### src/fskm_pkg.sv
// Constants, configuration layout and channel tables of the FSK modem core.
// Assumes a single system clock; all tables are folded at elaboration.
package fskm_pkg;

    localparam int CLK_HZ = 10_000_000;
    localparam int NCO_W = 24;
    localparam int CFG_W = 32;

    // Configuration field positions
    localparam int CFG_CHAN_LSB = 0;
    localparam int CFG_CHAN_W = 3;
    localparam int CFG_BAUD_LSB = 3;
    localparam int CFG_BAUD_W = 2;
    localparam int CFG_DEV_HALF_BIT = 5;
    localparam int CFG_PRE_EN_BIT = 6;
    localparam int CFG_HDR16_BIT = 7;
    localparam int CFG_WDOG_EN_BIT = 8;
    localparam int CFG_TOUT_EN_BIT = 9;
    localparam int CFG_MCLK_LSB = 10;
    localparam int CFG_MCLK_W = 2;
    localparam int CFG_HDR_LSB = 16;
    localparam int CFG_HDR_W = 16;
    localparam logic [CFG_W-1:0] CFG_RESET = 32'h9B58_0012;

    // Timing in their own units
    localparam int HOST_RST_TIME_US = 1000;
    localparam int TX_TOUT_TIME_MS = 1000;
    localparam int WDOG_TIME_MS = 1500;
    localparam int BAND_EDGES = 16;

    function automatic int chan_hz(input int idx);
        case (idx)
            0: chan_hz = 60000;
            1: chan_hz = 66000;
            2: chan_hz = 72000;
            3: chan_hz = 76000;
            4: chan_hz = 82050;
            5: chan_hz = 86000;
            6: chan_hz = 110000;
            default: chan_hz = 132500;
        endcase
    endfunction

    function automatic int baud_hz(input int idx);
        case (idx)
            0: baud_hz = 600;
            1: baud_hz = 1200;
            2: baud_hz = 2400;
            default: baud_hz = 4800;
        endcase
    endfunction

endpackage

### src/fskm_core.sv
// Digital core of a half-duplex FSK powerline modem with its host link.
// Line side is a square tone out and a comparator bit in; the analog
// amplifier and filters sit outside. All inputs but clk and rst pass through a synchroniser here.
`timescale 1ns/1ps
module fskm_core #(
    parameter int CLK_HZ = fskm_pkg::CLK_HZ,
    parameter int HOST_RST_CYC =
        fskm_pkg::CLK_HZ / 1_000_000 * fskm_pkg::HOST_RST_TIME_US,
    parameter int TX_TOUT_CYC =
        fskm_pkg::CLK_HZ / 1000 * fskm_pkg::TX_TOUT_TIME_MS,
    parameter int WDOG_CYC = fskm_pkg::CLK_HZ / 1000 * fskm_pkg::WDOG_TIME_MS
) (
    // Clock and reset
    input wire logic clk,
    input wire logic rst,
    // Host data link
    input wire logic direction_select,
    input wire logic host_txd,
    output logic host_rxd,
    output logic bit_clock_line,
    input wire logic uart_mode,
    // Host configuration port
    input wire logic spi_cs_n,
    input wire logic spi_sclk,
    input wire logic spi_mosi,
    output logic spi_miso,
    // Host support
    output logic host_reset_out_n,
    output logic mclk_out,
    // Line side
    output logic amplifier_out,
    output logic tx_active,
    input wire logic line_in,
    input wire logic thermal_alarm,
    // Status
    output logic carrier_detect,
    output logic band_in_use,
    output logic preamble_found,
    output logic header_found,
    output logic tx_timeout,
    output logic thermal_shutdown
);
    import fskm_pkg::*;

    localparam int PW = 16;

    if (CLK_HZ < 1_000_000 || CLK_HZ / 600 > 65535 ||
        HOST_RST_CYC < 1 || TX_TOUT_CYC < 1 || WDOG_CYC < 1) begin : g_chk
        $error("fskm_core: clock rate or timing count out of range");
    end

    // Synchronised pins
    logic [7:0] pins_s;
    logic dir_s, txd_s, uart_s, cs_n_s, sclk_s, mosi_s, line_s, therm_s;

    // Receive, idle data and deselected port after reset
    fskm_sync #(.W(8), .INIT(8'hD0)) u_sync (
        .clk(clk),
        .rst(rst),
        .d({direction_select, host_txd, uart_mode, spi_cs_n, spi_sclk,
            spi_mosi, line_in, thermal_alarm}),
        .q(pins_s)
    );
    assign {dir_s, txd_s, uart_s, cs_n_s, sclk_s, mosi_s, line_s, therm_s} =
        pins_s;

    // Channel and rate tables
    logic [NCO_W-1:0] ch_inc [8];
    logic [PW-1:0] ch_per [8];
    logic [NCO_W-1:0] dv_inc [4];
    logic [PW-1:0] bit_cyc [4];

    for (genvar i = 0; i < 8; i++) begin : g_ch
        assign ch_inc[i] = NCO_W'((64'(chan_hz(i)) << NCO_W) / CLK_HZ);
        assign ch_per[i] = PW'(CLK_HZ / chan_hz(i));
    end
    for (genvar j = 0; j < 4; j++) begin : g_rate
        assign dv_inc[j] = NCO_W'((64'(baud_hz(j)) << (NCO_W - 1)) / CLK_HZ);
        assign bit_cyc[j] = PW'(CLK_HZ / baud_hz(j));
    end

    logic [CFG_W-1:0] cfg_q;
    logic [CFG_CHAN_W-1:0] chan;
    logic [CFG_BAUD_W-1:0] baud;
    logic [PW-1:0] per_nom, cyc_bit, cyc_half;
    logic [NCO_W-1:0] dev;

    assign chan = cfg_q[CFG_CHAN_LSB +: CFG_CHAN_W];
    assign baud = cfg_q[CFG_BAUD_LSB +: CFG_BAUD_W];
    assign per_nom = ch_per[chan];
    assign cyc_bit = bit_cyc[baud];
    assign cyc_half = cyc_bit >> 1;
    assign dev = cfg_q[CFG_DEV_HALF_BIT] ? (dv_inc[baud] >> 1) : dv_inc[baud];

    // Edge detection on synchronised pins
    logic dir_d_q, sclk_d_q, cs_d_q, line_d_q;
    logic dir_chg, sclk_rise, cs_fall, cs_rise, line_rise;

    always_ff @(posedge clk or posedge rst) begin
        if (rst) begin
            dir_d_q <= 1'b1;
            sclk_d_q <= 1'b0;
            cs_d_q <= 1'b1;
            line_d_q <= 1'b0;
        end else begin
            dir_d_q <= dir_s;
            sclk_d_q <= sclk_s;
            cs_d_q <= cs_n_s;
            line_d_q <= line_s;
        end
    end
    assign dir_chg = dir_s ^ dir_d_q;
    assign sclk_rise = sclk_s & ~sclk_d_q;
    assign cs_fall = ~cs_n_s & cs_d_q;
    assign cs_rise = cs_n_s & ~cs_d_q;
    assign line_rise = line_s & ~line_d_q;

    // Configuration port
    logic [CFG_W-1:0] shift_q;
    logic [5:0] sbits_q;
    logic cfg_wr;

    assign cfg_wr = cs_rise & ~uart_s & (sbits_q == 6'(CFG_W));

    always_ff @(posedge clk or posedge rst) begin
        if (rst) begin
            shift_q <= '0;
            sbits_q <= '0;
            spi_miso <= 1'b0;
            cfg_q <= CFG_RESET;
        end else begin
            if (cs_fall) begin
                shift_q <= cfg_q;
                sbits_q <= '0;
            end else if (sclk_rise && !cs_n_s) begin
                shift_q <= {shift_q[CFG_W-2:0], mosi_s};
                if (sbits_q != 6'(CFG_W)) begin
                    sbits_q <= sbits_q + 6'h01;
                end
            end
            spi_miso <= ~uart_s & ~cs_n_s & shift_q[CFG_W-1];
            if (cfg_wr) begin
                cfg_q <= shift_q;
            end
        end
    end

    // Host reset and watchdog
    logic [31:0] rst_cnt_q, wdog_cnt_q;
    logic wdog_fire;

    assign wdog_fire = cfg_q[CFG_WDOG_EN_BIT] &&
                       (wdog_cnt_q == 32'(WDOG_CYC - 1));

    always_ff @(posedge clk or posedge rst) begin
        if (rst) begin
            wdog_cnt_q <= '0;
        end else if (cfg_wr || wdog_fire || !cfg_q[CFG_WDOG_EN_BIT]) begin
            wdog_cnt_q <= '0;
        end else begin
            wdog_cnt_q <= wdog_cnt_q + 32'h1;
        end
    end

    always_ff @(posedge clk or posedge rst) begin
        if (rst) begin
            rst_cnt_q <= '0;
            host_reset_out_n <= 1'b0;
        end else if (wdog_fire) begin
            rst_cnt_q <= '0;
            host_reset_out_n <= 1'b0;
        end else if (rst_cnt_q != 32'(HOST_RST_CYC - 1)) begin
            rst_cnt_q <= rst_cnt_q + 32'h1;
            host_reset_out_n <= 1'b0;
        end else begin
            host_reset_out_n <= 1'b1;
        end
    end

    logic [3:0] mdiv_q;
    always_ff @(posedge clk or posedge rst) begin
        if (rst) begin
            mdiv_q <= '0;
            mclk_out <= 1'b0;
        end else begin
            mdiv_q <= mdiv_q + 4'h1;
            mclk_out <= mdiv_q[cfg_q[CFG_MCLK_LSB +: CFG_MCLK_W]];
        end
    end

    // Bit timer, shared by both directions
    logic [PW-1:0] ph_q;
    logic bit_wrap, dbit_q, dbit_prev_q;

    assign bit_wrap = (ph_q >= cyc_bit - 16'h0001);

    always_ff @(posedge clk or posedge rst) begin
        if (rst) begin
            ph_q <= '0;
        end else if (dir_s && (dbit_q != dbit_prev_q)) begin
            ph_q <= cyc_half;
        end else if (bit_wrap || dir_chg) begin
            ph_q <= '0;
        end else begin
            ph_q <= ph_q + 16'h0001;
        end
    end

    always_ff @(posedge clk or posedge rst) begin
        if (rst) begin
            bit_clock_line <= 1'b0;
        end else begin
            bit_clock_line <= ~uart_s & (ph_q < cyc_half);
        end
    end

    // Transmit path
    logic [31:0] tout_cnt_q;
    logic tx_bit_q, tx_on;
    logic [NCO_W-1:0] nco_q;

    assign tx_on = ~dir_s & ~tx_timeout & ~thermal_shutdown;

    always_ff @(posedge clk or posedge rst) begin
        if (rst) begin
            tout_cnt_q <= '0;
            tx_timeout <= 1'b0;
            thermal_shutdown <= 1'b0;
        end else begin
            thermal_shutdown <= therm_s;
            if (dir_s || !cfg_q[CFG_TOUT_EN_BIT]) begin
                tout_cnt_q <= '0;
                tx_timeout <= 1'b0;
            end else if (tout_cnt_q == 32'(TX_TOUT_CYC - 1)) begin
                tx_timeout <= 1'b1;
            end else begin
                tout_cnt_q <= tout_cnt_q + 32'h1;
            end
        end
    end

    always_ff @(posedge clk or posedge rst) begin
        if (rst) begin
            tx_bit_q <= 1'b1;
            nco_q <= '0;
            amplifier_out <= 1'b0;
            tx_active <= 1'b0;
        end else begin
            if (bit_wrap || dir_chg) begin
                tx_bit_q <= txd_s;
            end
            if (tx_on) begin
                nco_q <= tx_bit_q ? nco_q + ch_inc[chan] + dev
                                  : nco_q + ch_inc[chan] - dev;
            end else begin
                nco_q <= '0;
            end
            amplifier_out <= tx_on & nco_q[NCO_W-1];
            tx_active <= tx_on;
        end
    end

    // Receive demodulator: period between rising zero crossings
    logic [PW-1:0] pcnt_q, pdiff;
    logic [4:0] band_cnt_q;
    logic in_band;

    assign pdiff = (pcnt_q > per_nom) ? pcnt_q - per_nom : per_nom - pcnt_q;
    assign in_band = (pdiff < (per_nom >> 2));

    always_ff @(posedge clk or posedge rst) begin
        if (rst) begin
            pcnt_q <= '0;
            dbit_q <= 1'b1;
            dbit_prev_q <= 1'b1;
        end else begin
            dbit_prev_q <= dbit_q;
            if (!dir_s || line_rise) begin
                pcnt_q <= '0;
            end else if (pcnt_q != 16'hFFFF) begin
                pcnt_q <= pcnt_q + 16'h0001;
            end
            if (dir_s && line_rise && in_band) begin
                dbit_q <= (pcnt_q < per_nom);
            end
        end
    end

    always_ff @(posedge clk or posedge rst) begin
        if (rst) begin
            carrier_detect <= 1'b0;
            band_in_use <= 1'b0;
            band_cnt_q <= '0;
        end else if (!dir_s || (pcnt_q > (per_nom << 1)) ||
                     (line_rise && !in_band)) begin
            carrier_detect <= 1'b0;
            band_in_use <= 1'b0;
            band_cnt_q <= '0;
        end else if (line_rise) begin
            carrier_detect <= 1'b1;
            if (band_cnt_q == 5'(BAND_EDGES - 1)) begin
                band_in_use <= 1'b1;
            end else begin
                band_cnt_q <= band_cnt_q + 5'h01;
            end
        end
    end

    // Received bits, preamble and header search
    logic [CFG_HDR_W-1:0] rx_sh_q;
    logic [CFG_HDR_W-1:0] hdr;
    logic hdr_hit;

    assign hdr = cfg_q[CFG_HDR_LSB +: CFG_HDR_W];
    assign hdr_hit = cfg_q[CFG_HDR16_BIT] ? (rx_sh_q == hdr)
                                          : (rx_sh_q[7:0] == hdr[7:0]);

    always_ff @(posedge clk or posedge rst) begin
        if (rst) begin
            host_rxd <= 1'b1;
            rx_sh_q <= '0;
            preamble_found <= 1'b0;
            header_found <= 1'b0;
        end else if (!dir_s || dir_chg) begin
            host_rxd <= 1'b1;
            rx_sh_q <= '0;
            preamble_found <= 1'b0;
            header_found <= 1'b0;
        end else if (bit_wrap) begin
            host_rxd <= dbit_q;
            rx_sh_q <= {rx_sh_q[CFG_HDR_W-2:0], dbit_q};
            if (cfg_q[CFG_PRE_EN_BIT] && carrier_detect &&
                (rx_sh_q[3:0] == 4'h5 || rx_sh_q[3:0] == 4'hA)) begin
                preamble_found <= 1'b1;
            end
            if (hdr_hit) begin
                header_found <= 1'b1;
            end
        end
    end
endmodule // fskm_core

### src/fskm_sync.sv
// Two-stage synchroniser for a group of asynchronous level inputs.
// Each bit is crossed on its own; no relation between bits is kept.
`timescale 1ns/1ps
module fskm_sync #(
    parameter int W = 1,
    // Idle level of each pin, so that leaving reset shows no false edge
    parameter logic [W-1:0] INIT = '0
) (
    // Clock and reset
    input wire logic clk,
    input wire logic rst,
    // Data
    input wire logic [W-1:0] d,
    output logic [W-1:0] q
);
    logic [W-1:0] meta_q;

    always_ff @(posedge clk or posedge rst) begin
        if (rst) begin
            meta_q <= INIT;
            q <= INIT;
        end else begin
            meta_q <= d;
            q <= meta_q;
        end
    end
endmodule // fskm_sync

### config.mk
export PLATFORM = sky130hd
export DESIGN_NAME = fskm_core
export DESIGN_NICKNAME = d
export VERILOG_FILES = /design/src/fskm_pkg.sv /design/src/fskm_core.sv /design/src/fskm_sync.sv
export SDC_FILE = /design/constraint.sdc
export NUM_CORES = 1
export LEC_CHECK = 0
export BUFFER_PORTS_ARGS = -buffer_cell sky130_fd_sc_hd__buf_2
export CAP_MARGIN = 20
export CORE_ASPECT_RATIO = 0.5
export CORE_MARGIN = 10
export CORE_UTILIZATION = 46
export DETAILED_ROUTE_END_ITERATION = 12
export SYNTH_ARGS = -nofsm -noshare
export SYNTH_HDL_FRONTEND = slang
export SYNTH_SLANG_ARGS = --single-unit
### constraint.sdc
create_clock -name clk -period 11.05 [get_ports clk]
set_clock_uncertainty 0.15 [all_clocks]
set_input_delay 2.21 -clock clk [delete_from_list [all_inputs] [get_ports clk]]
set_output_delay 2.21 -clock clk [all_outputs]
set_load 0.1 [all_outputs]
; Word level (Yosys, flattened, before mapping)
; Memory sizes are Yosys's and may differ from the RTL's.
; Cells that the tools add are included.
[op_classes]
n_addsub = 14
magnitude_cmp = 9
n_eq_ne = 14
muxes = 53
bitwise = 23
n_reduce_logical = 37
[ops]
columns = op, count
row1 = two-way mux 32 bit, 7
row2 = two-way mux 16 bit, 11
row3 = two-way mux 24 bit, 7
row4 = adder 32 x 1 -> 32 bit (second input constant), 3
row5 = == test 32 x 24 -> 1 bit (second input constant), 2
row6 = adder 24 bit, 2
row7 = binary-select mux 24 bit (select 2 bit), 1
row8 = adder 16 x 1 -> 16 bit (second input constant), 2
row9 = binary-select mux 16 bit (select 2 bit), 1
row10 = > comparator 16 bit, 2
row11 = != test 32 x 14 -> 1 bit (second input constant), 1
row12 = subtractor 16 bit, 2
row13 = subtractor 24 bit, 1
row14 = nonzero test 2 bit, 10
row15 = two-way mux 1 bit, 19
row16 = two-way mux 6 bit, 3
row17 = == test 16 bit, 1
row18 = greater-or-equal comparator 16 bit, 1
row19 = less-than comparator 16 x 14 -> 1 bit, 1
row20 = less-than comparator 16 x 15 -> 1 bit, 1
row21 = less-than comparator 16 bit, 1
row22 = != test 16 bit (second input constant), 1
row23 = subtractor 16 x 1 -> 16 bit (second input constant), 1
row24 = two-way mux 5 bit, 3
row25 = 24 further kinds, 66
[totals]
register_bits = 283
romBits = 320
input_bits = 10
out_inout_bits = 13
word_cells = 186
n_memories = 2
[mem_list]
columns = name, depth, width, read_ports, rd_clocked_by_memory_dff, write_ports, line
row1 = (name not given), 8, 24, 1, 0, 0, fskm_core.sv:254  ; : nco_q + ch_inc[chan] - dev;
row2 = (name not given), 8, 16, 1, 0, 0, fskm_core.sv:90  ; assign per_nom = ch_per[chan];

; Depth between registers and ports, before layout
[depth]
word_depth = 12
mapped_depth = 24
ltp_nobuf = 23

; By module
; Synthesis repeated with hierarchy kept, for this count alone.
[unflattened]
hier_cells = 1725
area_unflattened_um2 = 16609.7
[by_module_without_submodules]
columns = module, n_inst, cells_each, area_per_inst_um2, seq_area_each_um2
row1 = fskm_core, 1, 1708, 16198.0, 6701.4
row2 = fskm_sync, 1, 17, 411.6, 407.9

; Least setup slack after synthesis
; No wires, ideal clock.
[synth_path]
path_kind = register to register
from = register cfg_q[1]
to = register band_cnt_q[4]
setup_ns = 0.066
arrival_ns = 5.169
t_required_ns = 10.834
slack_ns = 5.665
stages_incl_launch_ff = 23
path_buffers = 2
period_less_slack_ns = 5.385
cell_sequence = dfstp_2 -> inv_1 -> ha_1 -> nand2_1 -> a21boi_0 -> ha_1 -> fa_1 -> or2_2 -> a21oi_2 -> o21ai_0 -> a31o_2 -> buf_6 -> buf_2 -> a221o_1 -> a221oi_1 -> xnor2_1 -> ha_1 -> a21oi_1 -> o211ai_1 -> a2111oi_4 -> nand4_4 -> o32ai_1 -> and2_1
[synth_between]
elab_chain_cells = 12
word_cells_on_any_way = 18
classes_between = add/sub (2) / order compare (3) / eq/ne (1) / mux (4) / bitwise (1) / reduce/logical (6) / memory (1)
[synth_rtl]
columns = item, line
row1 = start: declaration, fskm_core.sv:82  ; logic [CFG_W-1:0] cfg_q;
row2 = start signal: assignment, fskm_core.sv:143  ; cfg_q <= shift_q;
row3 = NOT 3 -> 4 bit (not written as such) (*), fskm_core.sv:90
row4 = memory read (8 x 16 bit) (*), -
row5 = two-way mux 16 bit (not written as such) (*) (2 in a row), fskm_core.sv:90
row6 = subtractor 16 bit / > comparator 16 bit (equally long branches), fskm_core.sv:268  ; assign pdiff = (pcnt_q > per_nom) ? pcnt_q - per_nom : per_nom - pcnt_q;
row7 = two-way mux 16 bit, fskm_core.sv:268
row8 = less-than comparator 16 x 14 -> 1 bit, fskm_core.sv:269  ; assign in_band = (pdiff < (per_nom >> 2));
row9 = zero test 1 bit, fskm_core.sv:295  ; (line_rise && !in_band)) begin
row10 = logical AND 1 bit, fskm_core.sv:295
row11 = logical OR 1 bit (*), fskm_core.sv:294  ; end else if (!dir_s || (pcnt_q > (per_nom << 1)) ||
row12 = != test 2 bit (no source line) / nonzero test 2 bit (equally long branches), -
row13 = AND reduction 2 bit (no source line), -
row14 = end signal: assignment, fskm_core.sv:304  ; band_cnt_q <= band_cnt_q + 5'h01;
row15 = end: declaration, fskm_core.sv:265  ; logic [4:0] band_cnt_q;
; Every way passes the cells marked *; elsewhere a longest branch is shown, timed or not. The select of a mux whose other input is x is not followed.
; A chain may end at the register's enable or synchronous reset.

; Worst setup path in the final report
[layout_path]
from = register cfg_q[2]
to = register band_cnt_q[4]
; Same word-level chain as after synthesis.

==> results.cfg <==
[power]
p_leak_nw = 8.13
max-vdd-ir-drop_mv = 0.103
cellPowerDensity_nw_per_um2 = 150

[critical_path]
path_buf_inv = 1
worstPathRequired_ns = 11.39
start_kind = flip-flop
cp_slowest_cell = dfrtp_1
worstReg2RegStart = cfg_q[2]
max_stage_delay_ns = 0.94
regToRegSetupSlack_ns = 4.68
crit_type = reg -> reg
crit_chain = inv_1 > nand2_1 > nand2_1 > ha_1 > a21oi_1 > nor2b_1 > or2_2 > o21ai_0 > a31o_2 > mux2i_1 > a221o_1 > a221oi_1 > xnor2_1 > ha_1 > a21oi_1 > o211ai_1 > a2111oi_4 > nand4_4 > o32ai_1 > and2_1
arrival_ns = 6.71
cp-end-kind = flip-flop
path_delay_family = compound AO/OA/AOI/OAI gates
crit_cells = 20
startpoint = cfg_q[2]
worstRegToRegCells = 20
reg2reg_to = band_cnt_q[4]
crit_fanout = 25
endpoint = band_cnt_q[4]

[timing]
fin_crit_ns = 6.37
fin_ws_ns = 4.68
max_freq_mhz = 157
maxSlewViolCount = 0
worst_pin_slew_ns = 0.930
grt_setup_unrepaired = false
slew_headroom_pct = 38.0
fin_tns_setup_ns = 0
fin_crit_sh_pct = 57.7
setup_viol = 0
hold_viol = 0

[drt]
firstDrtPassIters = 4
drc = 0
wirelength_mm = 33.3
drt_iter0_drc = 775
ant_nets = 0
wl_per_cell_microns = 14.9
viasPerCell = 5.26
route.vias.total = 11800

[placed_design]
dp_slack_ns = 4.82
dp.cells = 2187
io_buffers = 22
gp_congestion = 0.891
dpl.hpwl_mm = 23.2
place_area_sq_um = 17200

[layout]
final_nets = 1870
areaGrowthSynthToFinish_pct = 9.42
fin_cells = 2239
final_cell_mix = dfrtp_1, nor2_1, nand2_1, ha_1, xor2_1
drive_gt1_share_pct = 8.49
antennaDiodeCount = 0
layout.cells.most_common = dfrtp_1
post-route-util_pct = 50.9
fin_area_sq_um = 18200

[yosys]
yosys_register_bits = 283
avgSynthCellArea_sq_um = 9.63
synth-edff-count = 0
synthCells = 1729
synth_area_sq_um = 16600
synth_ff_type = dfrtp_1
synth_largest_area_cell = dfrtp_1
ys_types = 74
ys_warn_count = 0
ys_async_sr_fraction_pct = 100
synth_top_cell_area_share_pct = 39.2
synth_area_leaders = dfrtp_1, ha_1, xor2_1
ys_seq_area_share_pct = 42.7

[floorplan]
start_util_pct = 46.5
die_w_microns = 289
die-area_sq_um = 44700
rows = 49
io_pins = 23
die_h_microns = 155
coreArea_sq_um = 35800

[clock_tree]
tritoncts = yes
ctsHtreeMaxLevel = 1
clk_path_buf_depth = 3
ctsResizeCount = 0
cts_buffers = 28
clkTransAtPathRegs_ns = 0.07
cts_root_buf = clkbuf_16
cts_sinks = 283
cts_setup_buffers = 0
clk_latency_ns = 0.59
cts_hold_buffers = 0

[run_status]
status = finished clean

[run]
maxCapViolCount = 0

[hold_path]
hold_class = reg -> reg
worstHoldPathCells = 0
min_from = u_sync.meta_q[0]

[global_route]
grt_pass1_vias = 11700
grt_pass1_wl_mm = 58.4
grt_max_degree = 90
grt.overflow.total = 0
antenna_found_initial = 0
grt.total_usage_pct = 15.3
## cells in the mapped netlist (4+ instances only)
cell type  instances
and2_1            11
nand2b_1          13
mux2_2            27
or2_2              7
nor4_1            17
o21a_1            15
nand3_1           56
nor2_1           197
a21o_1            25
a21oi_1           68
dfstp_2           22
a211oi_1           9
a31oi_1           10
a21boi_0           6
ha_1             123
nor2b_1           35
o21ai_0           90
nor4b_1            6
clkbuf_1          48
xnor2_1           75
nand2_1          163
xor2_1           114
nand4_1           32
o31a_1             4
o21bai_1           5
o211ai_1           5
nor3_1            28
buf_1              6
o22ai_1            5
nor3b_1            4
nand3b_1           4
fa_1               4
and4_1             6
mux2i_1           63
or3_1             14
and3_1            36
inv_1             61
dfrtp_1          261
## worst min path at each step
stage                             endpoint  slack [ns]
after floorplan           thermal_shutdown        0.18
final                          u_sync.q[0]        0.20
after global placement    thermal_shutdown        0.18
after detailed placement       u_sync.q[0]        0.19
after CTS                      u_sync.q[0]        0.20
after global routing           u_sync.q[0]        0.20
## flip-flops by register name, indices dropped and copies added (netlist names), 24 cells and up
name and cells:
cfg_q 32, rst_cnt_q 32, shift_q 32, tout_cnt_q 32, wdog_cnt_q 32, nco_q 24
## logic make-up after synthesis
family          share of synthesized area, %
mux                                     5.75
fa+ha+maj                               9.72
flops                                   42.7
simple gates                            18.7
buf+inv                                 2.89
compound gates                          10.1
xor+xnor                                10.0
other cells                           0.0225
## per-stage QoR
step                hold WS (ns)  power [mW]
floorplan                  0.181        1.62
global placement           0.182        1.73
detailed placement         0.186        1.73
CTS                        0.200        2.78
global route               0.203        2.92
finish                     0.196        2.74
## power breakdown
part,internal (mW),switching (mW)
clock network,0.599,0.425
logic,0.260,0.354
registers,1.08,0.0262
## routing by layer
metal	part of all wire (%)	global-route usage, %	vias up
met1	51	22.0	5629
met2	44	23.9	118
met5	0	0	-
li1	-	-	5992
met4	1.8	3.17	0
met3	2.8	2.25	45
## worst reg2reg max path, stage by stage, from the launching register on
cell and delay [ns]:
dfrtp_1 0.94, inv_1 0.40, nand2_1 0.20, nand2_1 0.10
ha_1 0.45, a21oi_1 0.26, nor2b_1 0.08, or2_2 0.28
o21ai_0 0.30, a31o_2 0.47, mux2i_1 0.14, a221o_1 0.31
a221oi_1 0.30, xnor2_1 0.19, ha_1 0.26, a21oi_1 0.15
o211ai_1 0.17, a2111oi_4 0.54, nand4_4 0.21, o32ai_1 0.26
and2_1 0.16
## layout make-up
cell class | count | area (sq um)
repair buffers | 32 | 185
fillers | 3306 | 17600
clock buffers | 39 | 792
clock inverters | 13 | 205
multi-input cells | 1326 | 9080
well taps | 484 | 606
flip-flops and latches | 283 | 7110
inverters | 62 | 240
No activity file was read; power rests on OpenSTA's default activity.
